$ cat src/timer_pkg.sv
package timer_pkg;

  // Word byte offsets on the register bus
  localparam logic [7:0] CTRL_OFFSET = 8'h00;
  localparam logic [7:0] A_LOW_OFFSET = 8'h04;
  localparam logic [7:0] A_HIGH_OFFSET = 8'h08;
  localparam logic [7:0] B_CMP_OFFSET = 8'h0C;
  localparam logic [7:0] FF_OFFSET = 8'h10;
  localparam logic [7:0] A_COUNT_OFFSET = 8'h14;
  localparam logic [7:0] B_COUNT_OFFSET = 8'h18;
  localparam logic [7:0] IRQ_STATUS_OFFSET = 8'h1C;
  localparam logic [7:0] IRQ_MASK_OFFSET = 8'h20;
  localparam logic [7:0] PRESCALE_OFFSET = 8'h24;

  // Control register fields
  localparam int CTRL_A_MODE_LSB = 0;
  localparam int CTRL_A_EDGE_BIT = 2;
  localparam int CTRL_A_EN_BIT = 3;
  localparam int CTRL_B_MODE_LSB = 4;
  localparam int CTRL_B_START_BIT = 6;

  // Interrupt status and mask bits
  localparam int IRQ_A_BIT = 0;
  localparam int IRQ_B_BIT = 1;

  // Counter limits
  localparam logic [7:0] B_COUNT_MAX = 8'hFF;
  localparam logic [7:0] BYTE_ZERO = 8'h00;
  localparam logic [15:0] A_COUNT_ZERO = 16'h0000;
  localparam logic [31:0] WORD_ZERO = 32'h0000_0000;

  typedef enum logic [1:0] {A_TIMER, A_COUNTER, A_WINDOW, A_SPARE} a_mode_t;
  typedef enum logic [1:0] {B_TIMER, B_COUNTER, B_DIVIDER, B_PWM} b_mode_t;

  // Wishbone request as seen by the slave
  typedef struct packed {
    logic cyc;
    logic stb;
    logic we;
    logic [3:0] sel;
    logic [7:0] adr;
    logic [31:0] dat;
  } wb_req_t;

  // Whole state of the timer block
  typedef struct packed {
    logic ack;
    logic [31:0] rdata;
    a_mode_t a_mode;
    logic a_edge;
    logic a_en;
    b_mode_t b_mode;
    logic b_start;
    logic [7:0] presc;
    logic [7:0] presc_cnt;
    logic int_clk;
    logic [7:0] a_low;
    logic [7:0] a_high;
    logic a_inhibit;
    logic [15:0] a_cnt;
    logic a_pin_prev;
    logic gate_prev;
    logic [7:0] b_buf;
    logic [7:0] b_act;
    logic [7:0] b_cnt;
    logic b_pin_prev;
    logic ff;
    logic [1:0] irq_status;
    logic [1:0] irq_mask;
  } state_t;

endpackage

$ cat src/dual_timer.sv
`timescale 1ns/1ps
module dual_timer (
  input wire logic i_clock,
  input wire logic i_reset_n,
  input wire logic i_wb_cyc,
  input wire logic i_wb_stb,
  input wire logic i_wb_we,
  input wire logic [3:0] i_wb_sel,
  input wire logic [7:0] i_wb_adr,
  input wire logic [31:0] i_wb_dat,
  output logic [31:0] o_wb_dat,
  output logic o_wb_ack,
  input wire logic i_unit_a_external_input,
  input wire logic i_unit_b_external_input,
  output logic o_divider_output_pin,
  output logic o_pwm_output_pin,
  output logic o_irq
);
  import timer_pkg::*;

  state_t state_reg;
  state_t state_next;
  wb_req_t req;

  // Rising edge between two samples of a level
  function automatic logic rose(input logic prev, input logic cur);
    rose = cur & ~prev;
  endfunction

  // Byte lane 0 is the only lane that carries writable register data
  function automatic logic lane0(input wb_req_t r);
    lane0 = r.sel[0];
  endfunction

  // Group the bus request so the next-state logic reads one bundle
  assign req = '{cyc: i_wb_cyc, stb: i_wb_stb, we: i_wb_we, sel: i_wb_sel,
                 adr: i_wb_adr, dat: i_wb_dat};

  // Next-state logic for the bus slave and both counting units
  always_comb begin
    logic access;
    logic wr;
    logic int_tick;
    logic int_rise;
    logic gate;
    logic a_event;
    logic a_pin_edge;
    logic a_match;
    logic [15:0] a_cmp;
    logic [15:0] a_inc;
    logic b_event;
    logic [7:0] b_inc;
    logic b_match;
    logic b_over;
    logic [1:0] irq_set;
    logic [1:0] irq_clr;
    access = 1'b0;
    wr = 1'b0;
    int_tick = 1'b0;
    int_rise = 1'b0;
    gate = 1'b0;
    a_event = 1'b0;
    a_pin_edge = 1'b0;
    a_match = 1'b0;
    a_cmp = A_COUNT_ZERO;
    a_inc = A_COUNT_ZERO;
    b_event = 1'b0;
    b_inc = BYTE_ZERO;
    b_match = 1'b0;
    b_over = 1'b0;
    irq_set = 2'h0;
    irq_clr = 2'h0;
    state_next = state_reg;

    // Bus handshake: one wait state, ack dropped the cycle after
    access = req.cyc & req.stb & ~state_reg.ack;
    wr = access & req.we & lane0(req);
    state_next.ack = access;

    // Internal counting clock: a square wave from the prescaler
    int_tick = (state_reg.presc_cnt == state_reg.presc);
    if (int_tick) begin
      state_next.presc_cnt = BYTE_ZERO;
      state_next.int_clk = ~state_reg.int_clk;
    end else begin
      state_next.presc_cnt = state_reg.presc_cnt + 8'h01;
    end
    int_rise = int_tick & ~state_reg.int_clk;

    // Pin history for edge detection, pins are already synchronous
    gate = state_reg.int_clk & i_unit_a_external_input;
    state_next.gate_prev = gate;
    state_next.a_pin_prev = i_unit_a_external_input;
    state_next.b_pin_prev = i_unit_b_external_input;

    // Unit A event source by mode
    if (state_reg.a_edge) begin
      a_pin_edge = rose(i_unit_a_external_input, state_reg.a_pin_prev);
    end else begin
      a_pin_edge = rose(state_reg.a_pin_prev, i_unit_a_external_input);
    end
    case (state_reg.a_mode)
      A_TIMER: a_event = int_rise;
      A_COUNTER: a_event = a_pin_edge;
      A_WINDOW: a_event = rose(state_reg.gate_prev, gate);
      default: a_event = 1'b0;
    endcase

    // Unit A count and compare; a match of count plus one ends the period
    a_cmp = {state_reg.a_high, state_reg.a_low};
    a_inc = state_reg.a_cnt + 16'h0001;
    a_match = (a_inc == a_cmp) & ~state_reg.a_inhibit;
    if (state_reg.a_en && a_event) begin
      if (a_match) begin
        state_next.a_cnt = A_COUNT_ZERO;
        irq_set[IRQ_A_BIT] = 1'b1;
      end else begin
        state_next.a_cnt = a_inc;
      end
    end

    // Unit B event source by mode
    case (state_reg.b_mode)
      B_COUNTER: b_event = rose(state_reg.b_pin_prev, i_unit_b_external_input);
      default: b_event = int_rise;
    endcase

    // Unit B count, compare and output flip-flop
    b_inc = state_reg.b_cnt + 8'h01;
    b_match = (b_inc == state_reg.b_act);
    b_over = (state_reg.b_cnt == B_COUNT_MAX);
    if (state_reg.b_start && b_event) begin
      if (state_reg.b_mode == B_PWM) begin
        // Overflow closes the output cycle; only then does a new duty apply
        if (b_over) begin
          state_next.b_cnt = BYTE_ZERO;
          state_next.b_act = state_reg.b_buf;
          irq_set[IRQ_B_BIT] = 1'b1;
        end else begin
          state_next.b_cnt = b_inc;
        end
        state_next.ff = state_reg.ff ^ b_match ^ b_over;
      end else if (b_match) begin
        state_next.b_cnt = BYTE_ZERO;
        irq_set[IRQ_B_BIT] = 1'b1;
        if (state_reg.b_mode == B_DIVIDER) begin
          state_next.ff = ~state_reg.ff;
        end
      end else begin
        state_next.b_cnt = b_inc;
      end
    end

    // Register writes
    if (wr) begin
      case (req.adr)
        CTRL_OFFSET: begin
          state_next.a_mode = a_mode_t'(req.dat[CTRL_A_MODE_LSB +: 2]);
          state_next.a_edge = req.dat[CTRL_A_EDGE_BIT];
          state_next.a_en = req.dat[CTRL_A_EN_BIT];
          state_next.b_mode = b_mode_t'(req.dat[CTRL_B_MODE_LSB +: 2]);
          state_next.b_start = req.dat[CTRL_B_START_BIT];
          // Starting unit B takes the loaded compare value into use
          if (req.dat[CTRL_B_START_BIT]) begin
            state_next.b_act = state_reg.b_buf;
          end
        end
        A_LOW_OFFSET: begin
          state_next.a_low = req.dat[7:0];
          state_next.a_inhibit = 1'b1;
        end
        A_HIGH_OFFSET: begin
          state_next.a_high = req.dat[7:0];
          state_next.a_inhibit = 1'b0;
        end
        B_CMP_OFFSET: begin
          state_next.b_buf = req.dat[7:0];
          // Outside PWM there is no second stage to wait for
          if (state_reg.b_mode != B_PWM) begin
            state_next.b_act = req.dat[7:0];
          end
        end
        FF_OFFSET: state_next.ff = req.dat[0];
        IRQ_STATUS_OFFSET: irq_clr = req.dat[1:0];
        IRQ_MASK_OFFSET: state_next.irq_mask = req.dat[1:0];
        PRESCALE_OFFSET: begin
          state_next.presc = req.dat[7:0];
          state_next.presc_cnt = BYTE_ZERO;
        end
        default: begin
        end
      endcase
    end

    // Sticky interrupt flags; a new event beats a same-cycle clear
    state_next.irq_status = (state_reg.irq_status & ~irq_clr) | irq_set;

    // Registered read data; unmapped words read as zero
    state_next.rdata = WORD_ZERO;
    if (access && !req.we) begin
      case (req.adr)
        CTRL_OFFSET: begin
          state_next.rdata[CTRL_A_MODE_LSB +: 2] = state_reg.a_mode;
          state_next.rdata[CTRL_A_EDGE_BIT] = state_reg.a_edge;
          state_next.rdata[CTRL_A_EN_BIT] = state_reg.a_en;
          state_next.rdata[CTRL_B_MODE_LSB +: 2] = state_reg.b_mode;
          state_next.rdata[CTRL_B_START_BIT] = state_reg.b_start;
        end
        A_LOW_OFFSET: state_next.rdata[7:0] = state_reg.a_low;
        A_HIGH_OFFSET: state_next.rdata[7:0] = state_reg.a_high;
        B_CMP_OFFSET: state_next.rdata[7:0] = state_reg.b_buf;
        FF_OFFSET: state_next.rdata[0] = state_reg.ff;
        A_COUNT_OFFSET: state_next.rdata[15:0] = state_reg.a_cnt;
        B_COUNT_OFFSET: state_next.rdata[7:0] = state_reg.b_cnt;
        IRQ_STATUS_OFFSET: state_next.rdata[1:0] = state_reg.irq_status;
        IRQ_MASK_OFFSET: state_next.rdata[1:0] = state_reg.irq_mask;
        PRESCALE_OFFSET: state_next.rdata[7:0] = state_reg.presc;
        default: state_next.rdata = WORD_ZERO;
      endcase
    end
  end

  // All state in one register; reset also clears the output flip-flop
  always_ff @(posedge i_clock or negedge i_reset_n) begin
    if (!i_reset_n) begin
      state_reg <= '0;
    end else begin
      state_reg <= state_next;
    end
  end

  // Outputs; pins idle high when their mode is not selected
  assign o_wb_ack = state_reg.ack;
  assign o_wb_dat = state_reg.rdata;
  assign o_divider_output_pin = (state_reg.b_mode == B_DIVIDER) ? ~state_reg.ff : 1'b1;
  assign o_pwm_output_pin = (state_reg.b_mode == B_PWM) ? ~state_reg.ff : 1'b1;
  assign o_irq = |(state_reg.irq_status & state_reg.irq_mask);

endmodule

$ cat config.mk
export PLATFORM = sky130hd
export DESIGN_NAME = dual_timer
export DESIGN_NICKNAME = d
export VERILOG_FILES = /design/src/timer_pkg.sv /design/src/dual_timer.sv
export SDC_FILE = /design/constraint.sdc
export NUM_CORES = 1
export LEC_CHECK = 0
export BUFFER_PORTS_ARGS = -buffer_cell sky130_fd_sc_hd__buf_2
export CAP_MARGIN = 10
export CORE_MARGIN = 4
export CORE_UTILIZATION = 46
export DETAILED_ROUTE_END_ITERATION = 8
export HOLD_SLACK_MARGIN = 0.08
export PLACE_DENSITY = 0.69
export SLEW_MARGIN = 0
export SYNTH_ARGS = -nofsm -noshare
export SYNTH_HDL_FRONTEND = slang
export SYNTH_SLANG_ARGS = --single-unit
$ cat constraint.sdc
create_clock -name i_clock -period 2.65 [get_ports i_clock]
set_input_delay 0.53 -clock i_clock [delete_from_list [all_inputs] [get_ports i_clock]]
set_output_delay 0.53 -clock i_clock [all_outputs]
set_load 0.01 [all_outputs]
# After elaboration in Yosys (flattened, before gate mapping)
# Cells that the tools add are included.
dict set report totals {
  word_cells 125
  reg_bits 122
  out_inout_bits 36
  input_bits 51
}
dict set report op_classes {
  mux 40
  bitwise_logic 25
  addsub 3
  eq_ne 19
  n_reduce_logical 15
}
# cell n
set op_table {}
lappend op_table {{$mux W8} 12}
lappend op_table {{$mux W16} 3}
lappend op_table {{$pmux W5 S7} 1}
lappend op_table {{$eq A8 B5 Y1 const B} 4}
lappend op_table {{$add A16 B1 Y16 const B} 1}
lappend op_table {{$add A8 B1 Y8 const B} 2}
lappend op_table {{$eq A16 B16 Y1} 1}
lappend op_table {{$eq A8 B4 Y1 const B} 2}
lappend op_table {{$eq A8 B6 Y1 const B} 2}
lappend op_table {{$eq A8 B8 Y1} 2}
lappend op_table {{$mux W1} 16}
lappend op_table {{$pmux W8 S2} 1}
lappend op_table {{$reduce_and A2 Y1} 7}
lappend op_table {{$and A1 B1 Y1} 11}
lappend op_table {{$pmux W1 S10} 1}
lappend op_table {{$pmux W1 S9} 1}
lappend op_table {{$eq A8 B3 Y1 const B} 1}
lappend op_table {{$eq A8 B8 Y1 const B} 1}
lappend op_table {{$logic_not A8 Y1} 1}
lappend op_table {{$not A1 Y1} 8}
lappend op_table {{$eq A2 B2 Y1 const B} 3}
lappend op_table {{$pmux W1 S6} 1}
lappend op_table {{$and A2 B2 Y2} 2}
lappend op_table {{$eq A2 B1 Y1 const B} 2}
lappend op_table {{other kinds (12)} 16}

# Longest topological paths before layout
dict set report depth {
  ltp_word 8
  depth_mapped 11
  mapped_depth_nobuf 9
}

# Worst setup path after synthesis
# OpenSTA, ideal clock, no wires.
dict set report synth_path {
  kind {register -> register}
  from {register state_reg[33] (netlist name)}
  to {register state_reg[42] (netlist name)}
  arrival_time_ns 2.767
  required_time_ns 2.524
  setup_time_ns 0.126
  n_path_buf 1
  stages_incl_launch_ff 11
  setup_slack_ns -0.244
  synth_period_minus_slack_ns 2.894
  cell_sequence {dfrtp_1 -> ha_1 -> nand3_4 -> or2_1 -> or3_4 -> or4_1 -> a41oi_2 -> nand4b_1 -> nor2b_1 -> buf_4 -> a221o_1}
}
dict set report synth_via {
  elab_chain_len 4
}
# item line
set synth_lines {}
lappend synth_lines {{start: declaration} dual_timer.sv:21} ;# state_t state_reg;
lappend synth_lines {{start signal: assignment} dual_timer.sv:228} ;# state_reg <= state_next;
lappend synth_lines {{$add A16 B1 Y16 (*)} dual_timer.sv:111} ;# a_inc = state_reg.a_cnt + 16'h0001;
lappend synth_lines {{$eq A16 B16 Y1} dual_timer.sv:112} ;# a_match = (a_inc == a_cmp) & ~state_reg.a_inhibit;
lappend synth_lines {{$and A1 B1 Y1} dual_timer.sv:112}
lappend synth_lines {{$mux W16 (*)} dual_timer.sv:114} ;# if (a_match) begin
# Every way passes the cells marked *; elsewhere a longest branch is shown, timed or not.
# A chain may end at the register's enable or synchronous reset.

# Worst setup path after layout
dict set report layout_path {
  from {register state_reg[32] (netlist name)}
  to {register state_reg[42] (netlist name)}
}
# Same word-level chain as after synthesis.

==> impl_metrics.py <==
metrics = {
    "logic_synthesis": {
        "yosysSeqAreaShare_pct": 43.2,
        "synth_xor_area_share_pct": 6.99,
        "synth_cell_types": 59,
        "synth-seq-cells": 106,
        "synth_ff_type": "dfrtp_1",
        "synth-async-reset-ratio_pct": 100,
        "synth_edf_count": 0,
        "netlist_instances": 651,
        "syn_area_per_cell_sq_um": 9.43,
        "synth_fa_ha_area_share_pct": 0.815,
        "synthMuxAreaShare_pct": 8.11,
        "synth_compound_area_share_pct": 13.5,
        "synth_top_family_by_area": "simple AND/OR/NAND/NOR gates",
        "netlist_area_sq_um": 6140,
        "yosys_warnings": 0,
        "synth_simple_gate_area_share_pct": 20.0,
    },
    "sta": {
        "clock_skew_ns": 0.00889,
        "timing.hold.ws_ns": 0.153,
        "final-setup-viol-count": 11,
        "layout_min_cycle_time_ns": 2.76,
        "setup_ws_ns": -0.114,
        "slew_headroom_pct": 52.9,
        "hold_viol_final": 0,
        "final_max_slew_viol_count": 0,
        "worst_pin_slew_ns": 0.700,
        "rsz0062_at_grt": "true",
        "min_period_over_period_pct": 104,
        "fmax_mhz": 362,
    },
    "routing": {
        "first_pass_iters": 8,
        "avgViaCountPerCell": 5.94,
        "wl_mm": 16.7,
        "drtIter0Drc": 643,
        "drc": 0,
        "wire_per_inst_um": 18.9,
        "antenna_left": 0,
        "num_vias": 5243,
    },
    "min_path": {
        "min_path_type": "in2async",
    },
    "setup_path": {
        "slowest_stage": "dfrtp_1",
        "max_stage_delay_ns": 0.42,
        "cp_data_required_time_ns": 2.88,
        "start_kind": "flop",
        "worstPathArrival_ns": 3.00,
        "critical_path_class": "reg2reg",
        "cp-end-kind": "flop",
        "crit_fanout": 15,
        "cp_cell_sequence": "ha_4, nand3_4, or2_4, or3_4, or4_4, a41oi_2, nand4b_1, buf_6, and3_1, a221o_1",
    },
    "final_layout": {
        "layout_common_cells": "dfrtp_1 (104), nand2_1 (90), buf_4 (55)",
        "antennaDiodeCount": 0,
        "drive_above_1_share_pct": 23.1,
        "final_nets": 760,
        "fin_area_sq_um": 7030,
        "largest_reg_flops": 89,
        "final_common_cell": "dfrtp_1",
        "area_delta_synth_final_pct": 14.4,
    },
    "status": {
        "violations": "setup timing",
        "status": "complete, but fails checks",
    },
    "clock_network": {
        "cts-root-buf": "clkbuf_16",
        "cts_tree": "built",
        "clkSinkCount": 106,
        "clock_latency_ns": 0.35,
        "htreeDepth": 3,
        "cts_hold_buffers": 0,
        "clock_path_buffers": 2,
        "cts_buffers": 9,
        "path_clk_slew_ns": 0.07,
    },
    "global_route": {
        "antenna_found_initial": 0,
        "grt_max_degree": 55,
        "grt_pass1_vias": 5061,
        "grt_first_pass_wirelength_mm": 26.7,
        "grt_usage_pct": 22.9,
        "grt.overflow.total": 0,
    },
    "pwr": {
        "vdd_ir_drop_max_mv": 0.385,
        "p_total_mw": 3.42,
        "leakage_nw": 3.30,
        "power.density_nw_per_um2": 486,
    },
    "floorplan": {
        "initial_core_util_pct": 47.9,
        "rows": 41,
        "dieHeight_um": 124,
        "core_area_sq_um": 12800,
        "ios": 87,
        "fp.dieW_um": 124,
        "die_area_sq_um": 15300,
    },
    "placed_design": {
        "dpl.hpwl_mm": 12.3,
        "placed_area_sq_um": 6660,
        "place_congestion": 1.05,
        "dp_slack_ns": -0.0854,
        "io_buffers": 43,
    },
    "flow_run": {
        "cap_violations": 0,
    },
}
-- what timing repair did --
| action | in CTS | in global routing |
|---|---|---|
| gates cloned | 0 | 0 |
| gates resized for setup | 5 | 13 |
| endpoints found under the setup margin | 14 | 21 |
| pin swaps | 1 | 3 |
| buffers inserted | 2 | 1 |
-- per-stage QoR --
step	instances	TNS, ns	util [%]
after global routing	882	-2.08	54.8
after floorplan	666	0	-
after CTS	881	-0.713	54.5
after detailed placement	864	-0.852	51.9
after global placement	864	-0.314	51.9
final	882	-1.04	54.8
-- final timing paths --
check | slack (ns) | cells past startpoint | start | end
min in group i_clock | 0.30 | 1 | i_unit_b_external_input | state_reg[5]$_DFF_PN0_
worst min-delay path | 0.15 | 1 | i_reset_n | state_reg[71]$_DFF_PN0_
worst max-delay path | -0.11 | 10 | state_reg[32]$_DFFE_PN0N_ | state_reg[42]$_DFFE_PN0N_
worst min register to register | 0.48 | 1 | state_reg[65]$_DFFE_PN0N_ | state_reg[65]$_DFFE_PN0N_
worst max register to register | -0.11 | 10 | state_reg[32]$_DFFE_PN0N_ | state_reg[42]$_DFFE_PN0N_
max in group asynchronous | 1.81 | 2 | i_reset_n | state_reg[33]$_DFFE_PN0N_
-- cell type report --
cell class	count	area [sq um]
timing repair buffer	99	654
tap	172	215
inverter	10	37.5
clock buffer	11	243
multi-input combinational	479	3170
fill	1151	5800
clock inverter	5	53.8
sequential	106	2660
-- layer usage --
layer,global-route usage (%),up-vias,wire (um)
li1,-,2395,-
met5,0,-,0
met2,36.5,229,7850
met4,8.30,0,429
met3,4.25,32,1180
met1,31.4,2587,7230
-- report_power, final --
group          internal, mW  switching (mW)
Clock                 0.756           0.591
Combinational         0.138           0.212
Sequential             1.66          0.0548
Total                  2.56           0.859
-- worst max-delay path: cells and delay by family (launching register included) --
kind / cells / cell delay [ns]
flops: 1 / 0.42
fa+ha+maj: 1 / 0.18
simple gates: 6 / 1.43
buf+inv: 1 / 0.20
compound gates: 2 / 0.41
-- Yosys cell counts, drive strengths merged, types with 3 or more instances --
cell type  number  area share, %
a21oi          10           0.82
and4            3           0.43
a222oi          7            1.1
nand2b          3           0.31
a221o          10            1.6
nor3           21            1.7
clkbuf         29            1.8
o21ai          20            1.6
mux2i          16            2.6
nand3          27            2.4
nand3b          3           0.37
mux2           30            5.5
a31oi          10            1.0
xnor2          22            3.1
or4             3           0.37
or3             6           0.69
nand2          91            5.6
dfrtp         106             43
o221ai          8            1.1
and3           18            1.8
nor2           45            2.8
o211ai         10            1.2
and2           10            1.0
ha              4           0.82
xor2           27            3.9
buf            42            4.9
a22o            4           0.57
a22oi          16            2.0
nor4            6           0.61
inv            10           0.61
nand4           4           0.41
-- cell families (layout without fill, tap and decap cells) --
kind of cell | Yosys count | after routing
flops | 106 | 106
other cells | 1 | 16
simple gates | 252 | 252
buf+inv | 81 | 125
compound gates | 112 | 112
fa+ha+maj | 4 | 4
xor+xnor | 49 | 49
mux | 46 | 46
(Power assumes the default switching activity.)
